`src/core/pmc_pkg.sv`:
```
`default_nettype none
package pmc_pkg;
    // ------------------------------------------------------------------
    // Register offsets
    // ------------------------------------------------------------------
    localparam logic [7:0] CABLE_DIAG_CONTROL_OFS      = 8'h1e;
    localparam logic [7:0] PHY_RESET_CONTROL_OFS       = 8'h1f;
    localparam logic [7:0] LED_FUNCTION_CONTROL_OFS    = 8'h25;
    localparam logic [7:0] COMPLIANCE_TEST_CONTROL_OFS = 8'h27;
    localparam logic [7:0] BASIC_MODE_OFS              = 8'h01;
    localparam logic [7:0] SELF_TEST_ONE_OFS           = 8'h1b;

    // ------------------------------------------------------------------
    // Field positions and reset values
    // ------------------------------------------------------------------
    localparam int           DIAG_START_BIT    = 15;
    localparam int           DIAG_DONE_BIT     = 1;
    localparam int           DIAG_FAIL_BIT     = 0;
    localparam logic [15:0]  DIAG_RSVD_VAL     = 16'h0100;
    localparam int           SW_RESET_BIT      = 15;
    localparam int           DIG_RESTART_BIT   = 14;
    localparam int           LED_POL_BIT       = 9;
    localparam int           LED_FUNC_LSB      = 3;
    localparam int           LED_ROUTE_LSB     = 0;
    localparam int           TEST_EN_BIT       = 4;
    localparam int           SELF_TEST_LOCK_BIT = 15;
    localparam logic [15:0]  LED_CTRL_RST      = 16'h0000;
    localparam logic [15:0]  TEST_CTRL_RST     = 16'h0000;
    localparam logic [15:0]  RESET_CTRL_RST    = 16'h0000;
    localparam logic         DIAG_DONE_RST     = 1'b1;
    localparam logic         DIAG_FAIL_RST     = 1'b0;

    // ------------------------------------------------------------------
    // Timing
    // ------------------------------------------------------------------
    localparam int           CLK_PERIOD_NS     = 10;
    localparam int           RESTART_NS        = 100;
    localparam int           RESTART_CYC       = (RESTART_NS + CLK_PERIOD_NS - 1) / CLK_PERIOD_NS;

    // ------------------------------------------------------------------
    // Encodings
    // ------------------------------------------------------------------
    typedef enum logic [3:0] {
        LED_LINK_OK    = 4'h0, LED_ACT       = 4'h1, LED_TX_ACT   = 4'h2,
        LED_RX_ACT     = 4'h3, LED_COL       = 4'h4, LED_SPD_100  = 4'h5,
        LED_SPD_10     = 4'h6, LED_FDX       = 4'h7, LED_LINK_BLK = 4'h8,
        LED_STRETCH    = 4'h9, LED_MII_LINK  = 4'ha, LED_LPI      = 4'hb,
        LED_MII_ERR    = 4'hc, LED_LINK_LOST = 4'hd, LED_PRBS_ERR = 4'he,
        LED_RSVD       = 4'hf
    } pmc_led_func_e;

    localparam logic [1:0] ROUTE_COL  = 2'h0;
    localparam logic [1:0] ROUTE_LED0 = 2'h3;

    typedef enum logic [1:0] {
        DIAG_IDLE = 2'b00,
        DIAG_RUN  = 2'b01
    } pmc_diag_state_e;

    // Status of the PHY that the LED can show
    typedef struct packed {
        logic link_ok;
        logic tx_act;
        logic rx_act;
        logic collision;
        logic speed_100;
        logic full_duplex;
        logic stretch_act;
        logic lpi;
        logic mii_err;
        logic blink;
        logic prbs_err;
    } pmc_phy_status_s;

    // Management register bus
    typedef struct packed {
        logic [7:0]  addr;
        logic [15:0] wdata;
        logic        wr;
        logic        rd;
    } pmc_bus_s;
endpackage
`default_nettype wire

```
`src/core/pmc_regs.sv`:
```
`default_nettype none
module pmc_regs (
    input  wire logic                     mclk_i,        // Core clock
    input  wire logic                     rst_n_i,       // Sync reset, low
    input  wire pmc_pkg::pmc_bus_s        bus_i,         // Management access
    output logic      [15:0]              rdata_o,       // Read data
    input  wire logic                     strap_pu_i,    // LED strap pulled up
    input  wire pmc_pkg::pmc_phy_status_s status_i,      // PHY status
    input  wire logic                     diag_done_i,   // Measurement complete pulse
    input  wire logic                     diag_fail_i,   // Measurement failed, with done
    output logic                          diag_run_o,    // Measurement running
    output logic                          phy_reset_o,   // Full PHY reset pulse
    output logic                          dig_restart_o, // Digital restart pulse
    output logic                          test_en_o,     // 10Base-Te patterns on
    output logic      [3:0]               test_sel_o,    // Test pattern select
    output logic                          col_led_o,     // LED on collision pin
    output logic                          led0_o         // LED on first LED pin
);
    import pmc_pkg::*;

    // ------------------------------------------------------------------
    // Access decode
    // ------------------------------------------------------------------
    function automatic logic hit(input pmc_bus_s b, input logic [7:0] ofs);
        hit = b.addr == ofs;
    endfunction

    logic wr_diag;
    logic wr_rst;
    logic wr_led;
    logic wr_test;
    logic rd_basic;
    logic wr_self_test;
    logic soft_rst;

    assign wr_diag      = bus_i.wr && hit(bus_i, CABLE_DIAG_CONTROL_OFS);
    assign wr_rst       = bus_i.wr && hit(bus_i, PHY_RESET_CONTROL_OFS);
    assign wr_led       = bus_i.wr && hit(bus_i, LED_FUNCTION_CONTROL_OFS);
    assign wr_test      = bus_i.wr && hit(bus_i, COMPLIANCE_TEST_CONTROL_OFS);
    assign rd_basic     = bus_i.rd && hit(bus_i, BASIC_MODE_OFS);
    assign wr_self_test = bus_i.wr && hit(bus_i, SELF_TEST_ONE_OFS)
                          && bus_i.wdata[SELF_TEST_LOCK_BIT];

    // ------------------------------------------------------------------
    // Register state
    // ------------------------------------------------------------------
    pmc_diag_state_e diag_state_reg, diag_state_next;
    logic        done_reg, done_next;
    logic        fail_reg, fail_next;
    logic [15:0] rstc_reg, rstc_next;
    logic [15:0] led_reg, led_next;
    logic [15:0] test_reg, test_next;
    logic        strap_seen_reg, strap_seen_next;
    logic        lost_reg, lost_next;
    logic        link_prev_reg, link_prev_next;
    logic        prbs_reg, prbs_next;
    logic [15:0] rdata_reg, rdata_next;
    logic        col_reg, col_next;
    logic        led0_reg, led0_next;
    logic        ind;
    logic        drive;

    // Full software reset acts like the reset pin on all registers except the reset and restart pulse flops
    assign soft_rst = rstc_reg[SW_RESET_BIT];

    always_comb begin
        diag_state_next = diag_state_reg;
        done_next       = done_reg;
        fail_next       = fail_reg;
        rstc_next       = rstc_reg;
        led_next        = led_reg;
        test_next       = test_reg;
        strap_seen_next = 1'b1;
        lost_next       = lost_reg;
        link_prev_next  = status_i.link_ok;
        prbs_next       = prbs_reg;
        // Cable diagnostic handshake
        case (diag_state_reg)
            DIAG_IDLE: begin
                if (wr_diag && bus_i.wdata[DIAG_START_BIT]) begin
                    diag_state_next = DIAG_RUN;
                    done_next       = 1'b0;
                    fail_next       = 1'b0;
                end
            end
            DIAG_RUN: begin
                if (diag_done_i) begin
                    diag_state_next = DIAG_IDLE;
                    done_next       = 1'b1;
                    fail_next       = diag_fail_i;
                end else if (wr_diag && !bus_i.wdata[DIAG_START_BIT]) begin
                    diag_state_next = DIAG_IDLE;
                end
            end
            default: diag_state_next = DIAG_IDLE;
        endcase
        // Self-clearing reset bits, reserved bits kept as written
        rstc_next = {2'b00, rstc_reg[13:0]};
        if (wr_rst) begin
            rstc_next = bus_i.wdata;
        end
        if (wr_led) begin
            led_next = bus_i.wdata;
        end
        if (!strap_seen_reg) begin
            led_next[LED_POL_BIT] = !strap_pu_i;
        end
        if (wr_test) begin
            test_next = bus_i.wdata;
        end
        // Latched indications: new event wins over the clear
        if (rd_basic) begin
            lost_next = 1'b0;
        end
        if (link_prev_reg && !status_i.link_ok) begin
            lost_next = 1'b1;
        end
        if (wr_self_test) begin
            prbs_next = 1'b0;
        end
        if (status_i.prbs_err) begin
            prbs_next = 1'b1;
        end
    end

    // ------------------------------------------------------------------
    // Read path
    // ------------------------------------------------------------------
    always_comb begin
        rdata_next = 16'h0000;
        if (bus_i.rd) begin
            case (bus_i.addr)
                CABLE_DIAG_CONTROL_OFS: begin
                    rdata_next = DIAG_RSVD_VAL;
                    rdata_next[DIAG_START_BIT] = diag_state_reg == DIAG_RUN;
                    rdata_next[DIAG_DONE_BIT]  = done_reg;
                    rdata_next[DIAG_FAIL_BIT]  = fail_reg;
                end
                PHY_RESET_CONTROL_OFS:       rdata_next = rstc_reg;
                LED_FUNCTION_CONTROL_OFS:    rdata_next = led_reg;
                COMPLIANCE_TEST_CONTROL_OFS: rdata_next = test_reg;
                default:                     rdata_next = 16'h0000;
            endcase
        end
    end

    // ------------------------------------------------------------------
    // LED selection, polarity, routing
    // ------------------------------------------------------------------
    always_comb begin
        case (pmc_led_func_e'(led_reg[LED_FUNC_LSB +: 4]))
            LED_LINK_OK:   ind = status_i.link_ok;
            LED_ACT:       ind = status_i.tx_act | status_i.rx_act;
            LED_TX_ACT:    ind = status_i.tx_act;
            LED_RX_ACT:    ind = status_i.rx_act;
            LED_COL:       ind = status_i.collision;
            LED_SPD_100:   ind = status_i.speed_100;
            LED_SPD_10:    ind = !status_i.speed_100;
            LED_FDX:       ind = status_i.full_duplex;
            LED_LINK_BLK:  ind = status_i.link_ok &&
                                 !((status_i.tx_act | status_i.rx_act) && status_i.blink);
            LED_STRETCH:   ind = status_i.stretch_act;
            LED_MII_LINK:  ind = status_i.link_ok && status_i.speed_100
                                 && status_i.full_duplex;
            LED_LPI:       ind = status_i.lpi;
            LED_MII_ERR:   ind = status_i.mii_err;
            LED_LINK_LOST: ind = lost_reg;
            LED_PRBS_ERR:  ind = prbs_reg;
            default:       ind = 1'b0;
        endcase
        // Polarity bit set means active high
        drive = led_reg[LED_POL_BIT] ? ind : !ind;
        col_next  = !led_reg[LED_POL_BIT];
        led0_next = !led_reg[LED_POL_BIT];
        case (led_reg[LED_ROUTE_LSB +: 2])
            ROUTE_COL:  col_next  = drive;
            ROUTE_LED0: led0_next = drive;
            default: begin
                col_next  = !led_reg[LED_POL_BIT];
                led0_next = !led_reg[LED_POL_BIT];
            end
        endcase
    end

    // ------------------------------------------------------------------
    // Registers; digital restart leaves configuration alone
    // ------------------------------------------------------------------
    always_ff @(posedge mclk_i) begin
        if (!rst_n_i || soft_rst) begin
            diag_state_reg <= DIAG_IDLE;
            done_reg       <= DIAG_DONE_RST;
            fail_reg       <= DIAG_FAIL_RST;
            rstc_reg       <= RESET_CTRL_RST;
            led_reg        <= LED_CTRL_RST;
            test_reg       <= TEST_CTRL_RST;
            strap_seen_reg <= 1'b0;
            lost_reg       <= 1'b0;
            link_prev_reg  <= 1'b0;
            prbs_reg       <= 1'b0;
            rdata_reg      <= 16'h0000;
            col_reg        <= 1'b0;
            led0_reg       <= 1'b0;
        end else begin
            diag_state_reg <= diag_state_next;
            done_reg       <= done_next;
            fail_reg       <= fail_next;
            rstc_reg       <= rstc_next;
            led_reg        <= led_next;
            test_reg       <= test_next;
            strap_seen_reg <= strap_seen_next;
            lost_reg       <= rstc_reg[DIG_RESTART_BIT] ? 1'b0 : lost_next;
            link_prev_reg  <= link_prev_next;
            prbs_reg       <= rstc_reg[DIG_RESTART_BIT] ? 1'b0 : prbs_next;
            rdata_reg      <= rdata_next;
            col_reg        <= col_next;
            led0_reg       <= led0_next;
        end
    end

    // ------------------------------------------------------------------
    // Outputs
    // ------------------------------------------------------------------
    logic phy_reset_reg;
    logic dig_restart_reg;
    always_ff @(posedge mclk_i) begin
        if (!rst_n_i) begin
            phy_reset_reg   <= 1'b0;
            dig_restart_reg <= 1'b0;
        end else begin
            phy_reset_reg   <= soft_rst;
            dig_restart_reg <= rstc_reg[DIG_RESTART_BIT];
        end
    end

    assign rdata_o       = rdata_reg;
    // Only the running state has bit 0 set, so the pin is a plain flop bit
    assign diag_run_o    = diag_state_reg[0];
    assign phy_reset_o   = phy_reset_reg;
    assign dig_restart_o = dig_restart_reg;
    assign test_en_o     = test_reg[TEST_EN_BIT];
    assign test_sel_o    = test_reg[3:0];
    assign col_led_o     = col_reg;
    assign led0_o        = led0_reg;
endmodule
`default_nettype wire

```
`config.mk`:
```
export PLATFORM = sky130hd
export DESIGN_NAME = pmc_regs
export DESIGN_NICKNAME = d
export VERILOG_FILES = /design/src/core/pmc_pkg.sv /design/src/core/pmc_regs.sv
export SDC_FILE = /design/constraint.sdc
export NUM_CORES = 1
export LEC_CHECK = 0
export ABC_AREA = 1
export BUFFER_PORTS_ARGS = -buffer_cell sky130_fd_sc_hd__buf_2
export CAP_MARGIN = 5
export CORE_ASPECT_RATIO = 0.7
export CORE_UTILIZATION = 55
export DETAILED_ROUTE_END_ITERATION = 7
export PLACE_DENSITY = 0.8
export SETUP_SLACK_MARGIN = 0.3
export SLEW_MARGIN = 20
export SYNTH_ARGS = -nofsm -noshare
export SYNTH_HDL_FRONTEND = slang
export SYNTH_SLANG_ARGS = --single-unit
export TNS_END_PERCENT = 100
```
`constraint.sdc`:
```
create_clock -name mclk_i -period 2.8 [get_ports mclk_i]
set_input_delay 0.42 -clock mclk_i [delete_from_list [all_inputs] [get_ports mclk_i]]
set_output_delay 0.42 -clock mclk_i [all_outputs]
set_load 0.01 [all_outputs]
```
==> flow_summary_export.csv, run 1 <==
group,metric,value,unit
timing,setup_viol,0,
final_layout,nFillCells,491,
drt,drt_iter0_markers,175,
power_and_ir_drop,p_per_area,546.3,nW/um^2
final_layout,layout-drive-gt1-share,21.70,%
drt,drc,0,
cts,cts_made_buffers,9,
cts,cts_setup_buffers,0,
yosys,yosysWarnings,0,
yosys,synthArstFlopShare,0,%
final_layout,regArea,1501,sq um
yosys,ys_types,31,
timing,report.final.slew_viol_count,0,
timing,relSlewSlack,59.75,%
yosys,yosysMostFrequentCell,"dfxtp_1",
drt,num_vias,2986,
grt,grt_max_degree,42,
placed_design,postPlaceCellArea,3526,sq um
yosys,syn-mean-instance-area,7.554,sq um
cts,cts_root_buf,"clkbuf_8",
cts,cts_max_level,3,
cts,cts_resized,0,
final_layout,multi_input_area,1310,sq um
yosys,ys.flop_type,"dfxtp_1",
final_layout,antennaDiodeCount,0,
floorplanning,dieHeight,66.30,microns
setup_path,regToRegStartpoint,"rstc_reg[15]$_SDFF_PP0_",
yosys,syn_inst,430,
placed_design,place_congestion,0.8270,
floorplanning,dieArea,6222,sq um
setup_path,crit_fanout,24,
setup_path,startpoint,"bus_i[23]",
timing,rsz0062_at_grt,"no",
cts,cts_buffer_depth,2,
final_layout,finalNetCount,530,
grt,grt.total_usage,25.87,%
drt,drtAntennaViolNets,0,
timing,tightest_slew,601.6,ps
status,status,"complete, no violations",
floorplanning,start_util,57.00,%
yosys,synth_commonest_cells,"dfxtp_1 (75), inv_1 (67), nand2_1 (64), a21oi_1 (44), nor2_1 (39)",
drt,first_pass_iters,4,
power_and_ir_drop,peakVddDrop,0.0003982,V
floorplanning,die_w,93.85,microns
setup_path,end_kind,"flop",
yosys,synth_seq_cells,75,
floorplanning,core.rowCount,23,
setup_path,crit_required,3040,ps
cts,cts_tree,"built",
grt,grt_pass1_wl,12.13,mm
setup_path,path_class,"input port to flop",
grt,grt_overflow,0,
drt,vias_per_cell,5.257,
final_layout,postLayoutCellArea,3727,sq um
cts,clkSinkCount,75,
timing,clock.fmax,578.5,MHz
grt,grt_pass1_vias,2602,
floorplanning,core_area,5698,sq um
cts,clk_pin_slew,80,ps
power_and_ir_drop,finalPower,0.002036,W
placed_design,dp_hpwl,5.268,mm
yosys,synth_edf_count,0,
cts,clkLatencyLatePin,360,ps
cts,cts-hold-fix-buffers,0,
placed_design,port_buffers,67,
job,drv_cap,0,
grt,antenna_found_initial,0,
floorplanning,io-pin-count,68,
yosys,postSynthNetCount,472,
timing,hold_viol,0,
yosys,yosysSeqAreaShare,46.22,%
power_and_ir_drop,power_leakage,1.690,nW
drt,drt-total-wl,7.475,mm
yosys,syn-cell-area,3248,sq um
timing,period_needed,1729,ps
timing,fin_tns_setup,0,ps
worst_hold_path,hold_path.class,"input port to flop",
yosys,yosysTopAreaCell,"dfxtp_1",
timing,fin_skew,13.96,ps
drt,wl_per_cell,13.16,microns
timing,finalCritPeriodShare,61.73,%
setup_path,crit_arrival,1960,ps
worst_hold_path,hold_start,"rst_n_i",
yosys,synth_top_area_share,46.22,%
final_layout,area_delta_synth_final,14.75,%
yosys,synth_top_cells_by_area,"dfxtp_1 (46%), inv_1 (7.7%), nand2_1 (7.4%)",
setup_path,crit_path_start_kind,"input port",
## logic make-up (layout without fill, tap and decap cells)
group | after synthesis | in the layout | synth area share [%]
compound gates | 110 | 110 | 19.15
simple gates | 151 | 151 | 21.19
buf+inv | 94 | 157 | 13.44
flops | 75 | 75 | 46.22
## final cells by class
| cell class | instances | share of cell area [%] |
|---|---|---|
| inverters | 72 | 7.251 |
| clock inverters | 6 | 1.712 |
| multi-input cells | 261 | 35.15 |
| clock buffers | 10 | 3.693 |
| flip-flops and latches | 75 | 40.28 |
| well taps | 75 | 2.518 |
| repair buffers | 69 | 9.399 |
## worst paths after layout
| kind | to | slack, ps | cells past startpoint |
|---|---|---|---|
| max | rstc_reg[0]$_SDFFE_PN0P_ | 1070 | 9 |
| min | phy_reset_o$_SDFF_PN0_ | 280 | 3 |
| max reg2reg | rdata_o[0]$_SDFF_PP0_ | 1150 | 8 |
| min reg2reg | dig_restart_o$_SDFF_PN0_ | 450 | 2 |
## stage by stage
stage / cells / util, % / worst slack (ps) / hold slack (ps)
floorplan: 430 / - / 1388 / 407.1
global placement: 552 / 61.88 / 797.6 / 430.5
detailed placement: 552 / 61.88 / 738.6 / 442.6
CTS: 568 / 65.42 / 1114 / 262.0
global route: 568 / 65.42 / 970.1 / 284.1
finish: 568 / 65.42 / 1071 / 278.4
## cells in the final DEF (no fill, tap or decap), types with 2 or more instances in the layout
cell	n
inv_1	67
nor2_1	39
nor3b_2	3
nand2_2	6
a21oi_1	44
nor3_1	3
clkinv_2	2
o221ai_1	11
inv_2	5
clkbuf_8	10
buf_4	2
o21ai_0	18
clkinvlp_4	2
o22ai_1	7
buf_2	67
o21ai_1	23
nand3_1	27
nand2_1	64
nor2_2	2
dfxtp_1	75
nand4_1	3
## power breakdown
| group | switching (W) | leakage (nW) | total [W] | internal (W) |
|---|---|---|---|---|
| logic | 0.0000733 | 0.985 | 0.000117 | 0.0000436 |
| clock network | 0.000407 | 0.0987 | 0.000842 | 0.000435 |
| registers | 0.00000374 | 0.606 | 0.00108 | 0.00107 |
## layer usage
metal / wire length (microns) / share of wire [%] / vias to the layer above / global-route usage, %
met3: 507 / 6.8 / 8 / 8.391
met5: 0 / 0 / - / 0
met4: 59 / 0.79 / 0 / 7.885
met2: 3446 / 46 / 96 / 41.70
li1: - / - / 1511 / -
met1: 3461 / 46 / 1371 / 32.91
## critical path: stages
cell and delay, ps:
buf_2 90, inv_1 140, nand2_1 80, nor2_2 220
nand2_2 230, inv_2 260, nand2_4 220, o21ai_0 240
a21oi_1 60
Power figures use the tool's default switching activity.
==> inputs of run 2 (changes only) <==
--- a/config.mk
+++ b/config.mk
@@ -5,13 +5,13 @@
 export SDC_FILE = /design/constraint.sdc
 export NUM_CORES = 1
 export LEC_CHECK = 0
-export ABC_AREA = 1
+export ABC_AREA = 0
 export BUFFER_PORTS_ARGS = -buffer_cell sky130_fd_sc_hd__buf_2
 export CAP_MARGIN = 5
 export CORE_ASPECT_RATIO = 0.7
-export CORE_UTILIZATION = 55
+export CORE_UTILIZATION = 54
 export DETAILED_ROUTE_END_ITERATION = 7
-export PLACE_DENSITY = 0.8
+export PLACE_DENSITY = 0.79
 export SETUP_SLACK_MARGIN = 0.3
 export SLEW_MARGIN = 20
 export SYNTH_ARGS = -nofsm -noshare
==> constraint.sdc (replaced) <==
create_clock -name mclk_i -period 1.78 [get_ports mclk_i]
set_input_delay 0.267 -clock mclk_i [delete_from_list [all_inputs] [get_ports mclk_i]]
set_output_delay 0.267 -clock mclk_i [all_outputs]
set_load 0.01 [all_outputs]
==> run 2 against run 1 <==
Compared with the run above:
- setup slack worse by 880 ps
- area after synthesis down 0.96%
- global-route usage up 2.5 points
- clock power up 33%
- clock skew down 8.7 ps
- critical endpoint is now col_led_o$_SDFF_PN0_
- largest cell class is now multi-input gates
- largest power group unchanged
==> flow_summary_export.csv, run 2 <==
group,metric,value,unit
final_layout,finish.utilization,71.90,%
timing,rsz0062_at_grt,"yes",
drt,vias_per_cell,5.531,
cts,cts_root_buf,"clkbuf_8",
timing,finalCritPeriodShare,89.29,%
power_and_ir_drop,p_sw,0.0007101,W
status,status,"complete, no violations",
timing,tightest_slew,440.8,ps
grt,met3_usage,6.507,%
final_layout,fin_cells,520,
timing,hold_viol,0,
grt,grt_pass1_wl,13.27,mm
floorplanning,start_util,56.17,%
drt,num_vias,2876,
final_layout,area_delta_synth_final,28.00,%
final_layout,antennaDiodeCount,0,
job,drv_cap,0,
floorplanning,die_w,94.25,microns
timing,report.final.slew_viol_count,0,
placed_design,place_congestion,0.8711,
setup_path,end_kind,"flop",
power_and_ir_drop,intPower,0.002312,W
grt,grt_max_degree,44,
worst_hold_path,hold_start,"diag_done_i",
setup_path,r2r-end,"col_led_o$_SDFF_PN0_",
grt,grt_pass1_vias,2730,
timing,period_needed,1589,ps
floorplanning,core.rowCount,23,
final_layout,regArea,1510,sq um
worst_hold_path,holdPathEnd,"diag_state_reg[0]$_SDFFE_PN0P_",
power_and_ir_drop,seqPwrFrac,56.0,%
cts,clkLatencyLatePin,350,ps
yosys,syn_inst,353,
setup_path,path_class,"flop to flop",
setup_path,reg2reg_depth,6,
yosys,yosysSeqAreaShare,46.67,%
yosys,syn-cell-area,3217,sq um
yosys,yosysMostFrequentCell,"dfxtp_1",
power_and_ir_drop,netSwitchingFraction,23.49,%
cts,clk_pin_slew,70,ps
placed_design,dp_slack,-102.1,ps
yosys,synth_commonest_cells,"dfxtp_1 (75), nor2_1 (54), nand2_1 (39), mux2i_1 (35), a21oi_1 (26)",
yosys,synth_top_area_share,46.67,%
placed_design,port_buffers,67,
final_layout,final_cell_mix,"dfxtp_1 (72), buf_2 (63), nor2_1 (54), nand2_1 (39), mux2i_1 (35)",
yosys,postSynthNetCount,395,
final_layout,layout_commonest_cell,"dfxtp_1",
drt,drc,0,
final_layout,postLayoutCellArea,4118,sq um
grt,use_met2,45.56,%
cts,cts_made_buffers,9,
power_and_ir_drop,pwr-share-clk,37.0,%
yosys,synth_seq_cells,75,
cts,cts_tree,"built",
placed_design,dpl.cell_count,498,
timing,clock.fmax,629.2,MHz
timing,fin_skew,5.215,ps
setup_path,crit_arrival,1880,ps
yosys,synth_edf_count,0,
placed_design,dp_hpwl,5.612,mm
cts,cts_max_level,3,
final_layout,multi_input_area,1625,sq um
yosys,synthArstFlopShare,0,%
final_layout,finalNetCount,483,
grt,grt_overflow,0,
drt,drt-total-wl,8.356,mm
power_and_ir_drop,peakVddDrop,0.0006467,V
drt,first_pass_iters,4,
grt,use_met1,36.73,%
setup_path,crit_required,2070,ps
setup_path,crit_path_start_kind,"flop",
timing,setup_ws,190.6,ps
cts,cts_buffer_depth,2,
drt,drt_iter0_markers,181,
timing,setup_viol,0,
power_and_ir_drop,p_per_area,734.0,nW/um^2
floorplanning,dieHeight,66.58,microns
placed_design,postPlaceCellArea,3806,sq um
grt,top_usage_layer,"met2",
yosys,yosysTopAreaCell,"dfxtp_1",
final_layout,nFillCells,416,
yosys,ys_types,46,
yosys,syn-mean-instance-area,9.113,sq um
grt,grt.total_usage,28.37,%
drt,drtAntennaViolNets,0,
yosys,synth_top_cells_by_area,"dfxtp_1 (47%), mux2i_1 (11%), nor2_1 (6.3%)",
drt,wl_per_cell,16.07,microns
cts,clkSinkCount,75,
setup_path,regToRegStartpoint,"led_reg[4]$_SDFFE_PN0P_",
yosys,yosysWarnings,0,
yosys,ys.flop_type,"dfxtp_1",
floorplanning,core_area,5727,sq um
setup_path,r2r_slack,190,ps
worst_hold_path,hold_path.class,"input port to flop",
timing,relSlewSlack,70.61,%
floorplanning,dieArea,6275,sq um
final_layout,layout-drive-gt1-share,34.38,%
power_and_ir_drop,power_leakage,1.767,nW
grt,antenna_found_initial,0,
power_and_ir_drop,comb_power_share,7.0,%
setup_path,crit_fanout,7,
worst_hold_path,holdPathStages,2,
floorplanning,io-pin-count,68,
-- run 2: critical path: stages, from the launching register on --
cell,delay [ps]
dfxtp_4,380
buf_6,120
nand4_1,80
nor3b_2,60
or4_4,530
a211o_1,300
nand4_1,80
-- run 2: final cells by class --
| cell class | count | area share [%] |
|---|---|---|
| Clock buffer | 12 | 3.525 |
| Sequential cell | 75 | 36.68 |
| Tap cell | 75 | 2.279 |
| Clock inverter | 3 | 0.3646 |
| Timing Repair Buffer | 103 | 17.14 |
| Multi-Input combinational cell | 246 | 39.47 |
| Inverter | 6 | 0.5469 |
-- run 2: cells by family (layout without fill, tap and decap cells) --
logic type | after synthesis | in the layout | share of synthesized area (%)
simple gates | 139 | 139 | 20.58
flops | 75 | 75 | 46.67
buf+inv | 32 | 124 | 5.289
compound gates | 56 | 56 | 10.97
mux | 51 | 51 | 16.49
-- run 2: through the flow --
stage	hold WS (ps)	setup TNS [ps]	power, W
2_1_floorplan	362.7	0	0.001813
3_3_place_gp	434.2	-1560	0.001923
3_5_place_dp	443.2	-1528	0.001926
4_1_cts	144.3	0	0.003020
5_1_grt	144.7	0	0.003119
6_report	151.1	0	0.003023
-- run 2: layer usage --
layer  vias to the layer above  wire length [microns]
li1                       1408                      -
met1                      1346                   3828
met2                       104                   3843
met3                        18                    534
met4                         0                    149
met5                         -                      0
-- run 2: repair_timing --
action                                  4_1_cts  5_1_grt
cloned                                        1        0
hold buffers                                  0        0
buffers inserted                              4        2
pin swaps                                     7        9
endpoints found under the setup margin       20       28
gates resized for setup                      12       14
-- run 2: how the worst max path moves through the flow --
stage | startpoint | to | slack, ps | depth (start not counted)
after CTS | led_reg[3]$_SDFFE_PN0P_ | col_led_o$_SDFF_PN0_ | 190 | 5
after floorplan | bus_i[21] | led_reg[9]$_SDFFE_PN0P_ | 50 | 6
final | led_reg[4]$_SDFFE_PN0P_ | col_led_o$_SDFF_PN0_ | 190 | 6
after global placement | bus_i[21] | rdata_o[9]$_SDFF_PP0_ | -120 | 8
after detailed placement | bus_i[21] | led_reg[11]$_SDFFE_PN0P_ | -100 | 6
after global routing | led_reg[3]$_SDFFE_PN0P_ | col_led_o$_SDFF_PN0_ | 160 | 5
-- run 2: power by group through the flow --
stage / Sequential, W / Combinational [W] / Clock, W
3_3_place_gp: 0.00173 / 0.000189 / 0
2_1_floorplan: 0.00173 / 0.0000793 / 0
5_1_grt: 0.00169 / 0.000226 / 0.00120
3_5_place_dp: 0.00173 / 0.000192 / 0
6_report: 0.00169 / 0.000212 / 0.00112
4_1_cts: 0.00169 / 0.000198 / 0.00113
==> inputs of run 3 (changes only) <==
--- a/config.mk
+++ b/config.mk
@@ -9,9 +9,9 @@
 export BUFFER_PORTS_ARGS = -buffer_cell sky130_fd_sc_hd__buf_2
 export CAP_MARGIN = 5
 export CORE_ASPECT_RATIO = 0.7
-export CORE_UTILIZATION = 54
+export CORE_UTILIZATION = 30
 export DETAILED_ROUTE_END_ITERATION = 7
-export PLACE_DENSITY = 0.79
+export RECOVER_POWER = 25
 export SETUP_SLACK_MARGIN = 0.3
 export SLEW_MARGIN = 20
 export SYNTH_ARGS = -nofsm -noshare
==> run 3 against run 2 <==
Compared with the run above:
- global-route usage fell by 11 points
- highest routed layer unchanged
- flip-flop and latch count unchanged
- non-clock buffer count shrank 4
- register-to-register slack better by 20 ps
- clock-buffer cell count decreased by 3
- core utilization shrank 31 points
- first-iteration DRC count fell by 2.2%
- wire length rose by 7.7%
==> flow_summary_export.csv, run 3 (synthesis gave the netlist of run 2 again) <==
group,metric,value,unit
final_layout,final_cell_mix,"dfxtp_1 (73), nor2_1 (54), buf_2 (43), nand2_1 (39), mux2i_1 (35)",
drt,drt-total-wl,9.003,mm
power_and_ir_drop,p_sw,0.0008713,W
drt,vias_per_cell,4.925,
power_and_ir_drop,peakVddDrop,0.0005013,V
setup_path,worst-path-buf-inv,1,
setup_path,crit_required,2060,ps
setup_path,path_class,"flop to flop",
setup_path,path_delay_family,"simple AND/OR/NAND/NOR gates",
floorplanning,dieArea,11150,sq um
final_layout,nFillCells,1054,
setup_path,path_cells,"buf_6 -> and4b_1 -> or4_4 -> a211o_1 -> nand4_1",
placed_design,dp_hpwl,6.311,mm
timing,report.final.slew_viol_count,0,
drt,num_vias,2827,
timing,rsz0062_at_grt,"yes",
setup_path,end_kind,"flop",
floorplanning,core.rowCount,31,
floorplanning,die_w,125.8,microns
grt,grt_overflow,0,
timing,setup_ws,205.9,ps
timing,setup_viol,0,
cts,cts-hold-fix-buffers,0,
final_layout,layout_commonest_cell,"dfxtp_1",
timing,tightest_slew,427.2,ps
placed_design,port_buffers,67,
cts,clkLatencyLatePin,340,ps
timing,relSlewSlack,71.22,%
drt,drtAntennaViolNets,0,
drt,wl_per_cell,15.68,microns
timing,fin_skew,5.624,ps
cts,cts_tree,"built",
grt,grt_pass1_wl,14.12,mm
timing,hold_viol,0,
status,status,"complete, no violations",
worst_hold_path,hold_path.class,"input port to flop",
timing,period_needed,1574,ps
floorplanning,io-pin-count,68,
power_and_ir_drop,intPower,0.002730,W
setup_path,slowest_stage,"or4_4",
setup_path,crit_fanout,4,
cts,cts_root_buf,"clkbuf_16",
cts,cts_max_level,3,
final_layout,regArea,1506,sq um
power_and_ir_drop,power_leakage,1.680,nW
timing,clock.fmax,635.3,MHz
power_and_ir_drop,pwr-share-clk,47.0,%
power_and_ir_drop,p_per_area,856.7,nW/um^2
floorplanning,dieHeight,88.64,microns
grt,grt.total_usage,16.98,%
job,drv_cap,0,
cts,clk_pin_slew,60,ps
grt,grt_max_degree,31,
floorplanning,core_area,10400,sq um
final_layout,layout-drive-gt1-share,28.73,%
final_layout,multi_input_area,1610,sq um
timing,finalCritPeriodShare,88.43,%
setup_path,r2r_slack,210,ps
cts,clkSinkCount,75,
cts,cts_made_buffers,9,
drt,drt_iter0_markers,177,
power_and_ir_drop,comb_power_share,5.8,%
timing,holdWs,160.8,ps
power_and_ir_drop,netSwitchingFraction,24.19,%
cts,cts_buffer_depth,2,
placed_design,place_congestion,0.8619,
final_layout,area_delta_synth_final,30.69,%
drt,drc,0,
setup_path,crit_arrival,1860,ps
final_layout,finalNetCount,479,
grt,antenna_found_initial,0,
drt,first_pass_iters,4,
grt,grt_pass1_vias,2740,
setup_path,crit_path_start_kind,"flop",
power_and_ir_drop,seqPwrFrac,47.1,%
final_layout,antennaDiodeCount,0,
setup_path,cpPeakStageDelay,520,ps
floorplanning,start_util,30.95,%
placed_design,dp_slack,-80.82,ps
[run 3: cell type report]
type	instances	area share, %
clock inverters	7	1.280
flip-flops and latches	75	35.83
clock buffers	9	5.357
repair buffers	99	14.73
well taps	132	3.929
multi-input cells	246	38.30
inverters	6	0.5655
[run 3: power by group through the flow]
stage          clock [W]  sequential [W]  combinational, W
5_1_grt          0.00181         0.00170          0.000226
4_1_cts          0.00173         0.00170          0.000196
2_1_floorplan          0         0.00173         0.0000793
3_3_place_gp           0         0.00173          0.000189
6_report         0.00169         0.00170          0.000211
3_5_place_dp           0         0.00174          0.000191
[run 3: stage by stage]
| stage | util, % | area, sq um | instances | setup TNS, ps | total power, W |
|---|---|---|---|---|---|
| after floorplan | - | 3276 | 353 | 0 | 0.001813 |
| after global placement | 36.89 | 3835 | 551 | -477.0 | 0.001924 |
| after detailed placement | 36.89 | 3835 | 551 | -950.2 | 0.001926 |
| after CTS | 40.09 | 4168 | 571 | 0 | 0.003622 |
| after global routing | 40.44 | 4204 | 574 | 0 | 0.003733 |
| final | 40.44 | 4204 | 574 | 0 | 0.003602 |
[run 3: worst paths after layout]
check	end	cells past startpoint	from
setup / recovery	col_led_o$_SDFF_PN0_	5	led_reg[3]$_SDFFE_PN0P_
hold / removal	diag_state_reg[0]$_SDFFE_PN0P_	2	diag_done_i
setup reg to reg	col_led_o$_SDFF_PN0_	5	led_reg[3]$_SDFFE_PN0P_
hold reg to reg	test_reg[5]$_SDFFE_PN0P_	2	test_reg[5]$_SDFFE_PN0P_
[run 3: layer usage]
layer | track usage, % | part of all wire, %
met2 | 27.58 | 45
met3 | 4.716 | 4.9
met5 | 0 | 0
met1 | 21.89 | 49
met4 | 6.134 | 1.2
[run 3: repair_timing]
item,4_1_cts,5_1_grt
pin swaps,7,4
endpoints found under the setup margin,11,42
gates resized for setup,6,13
buffers inserted,4,3
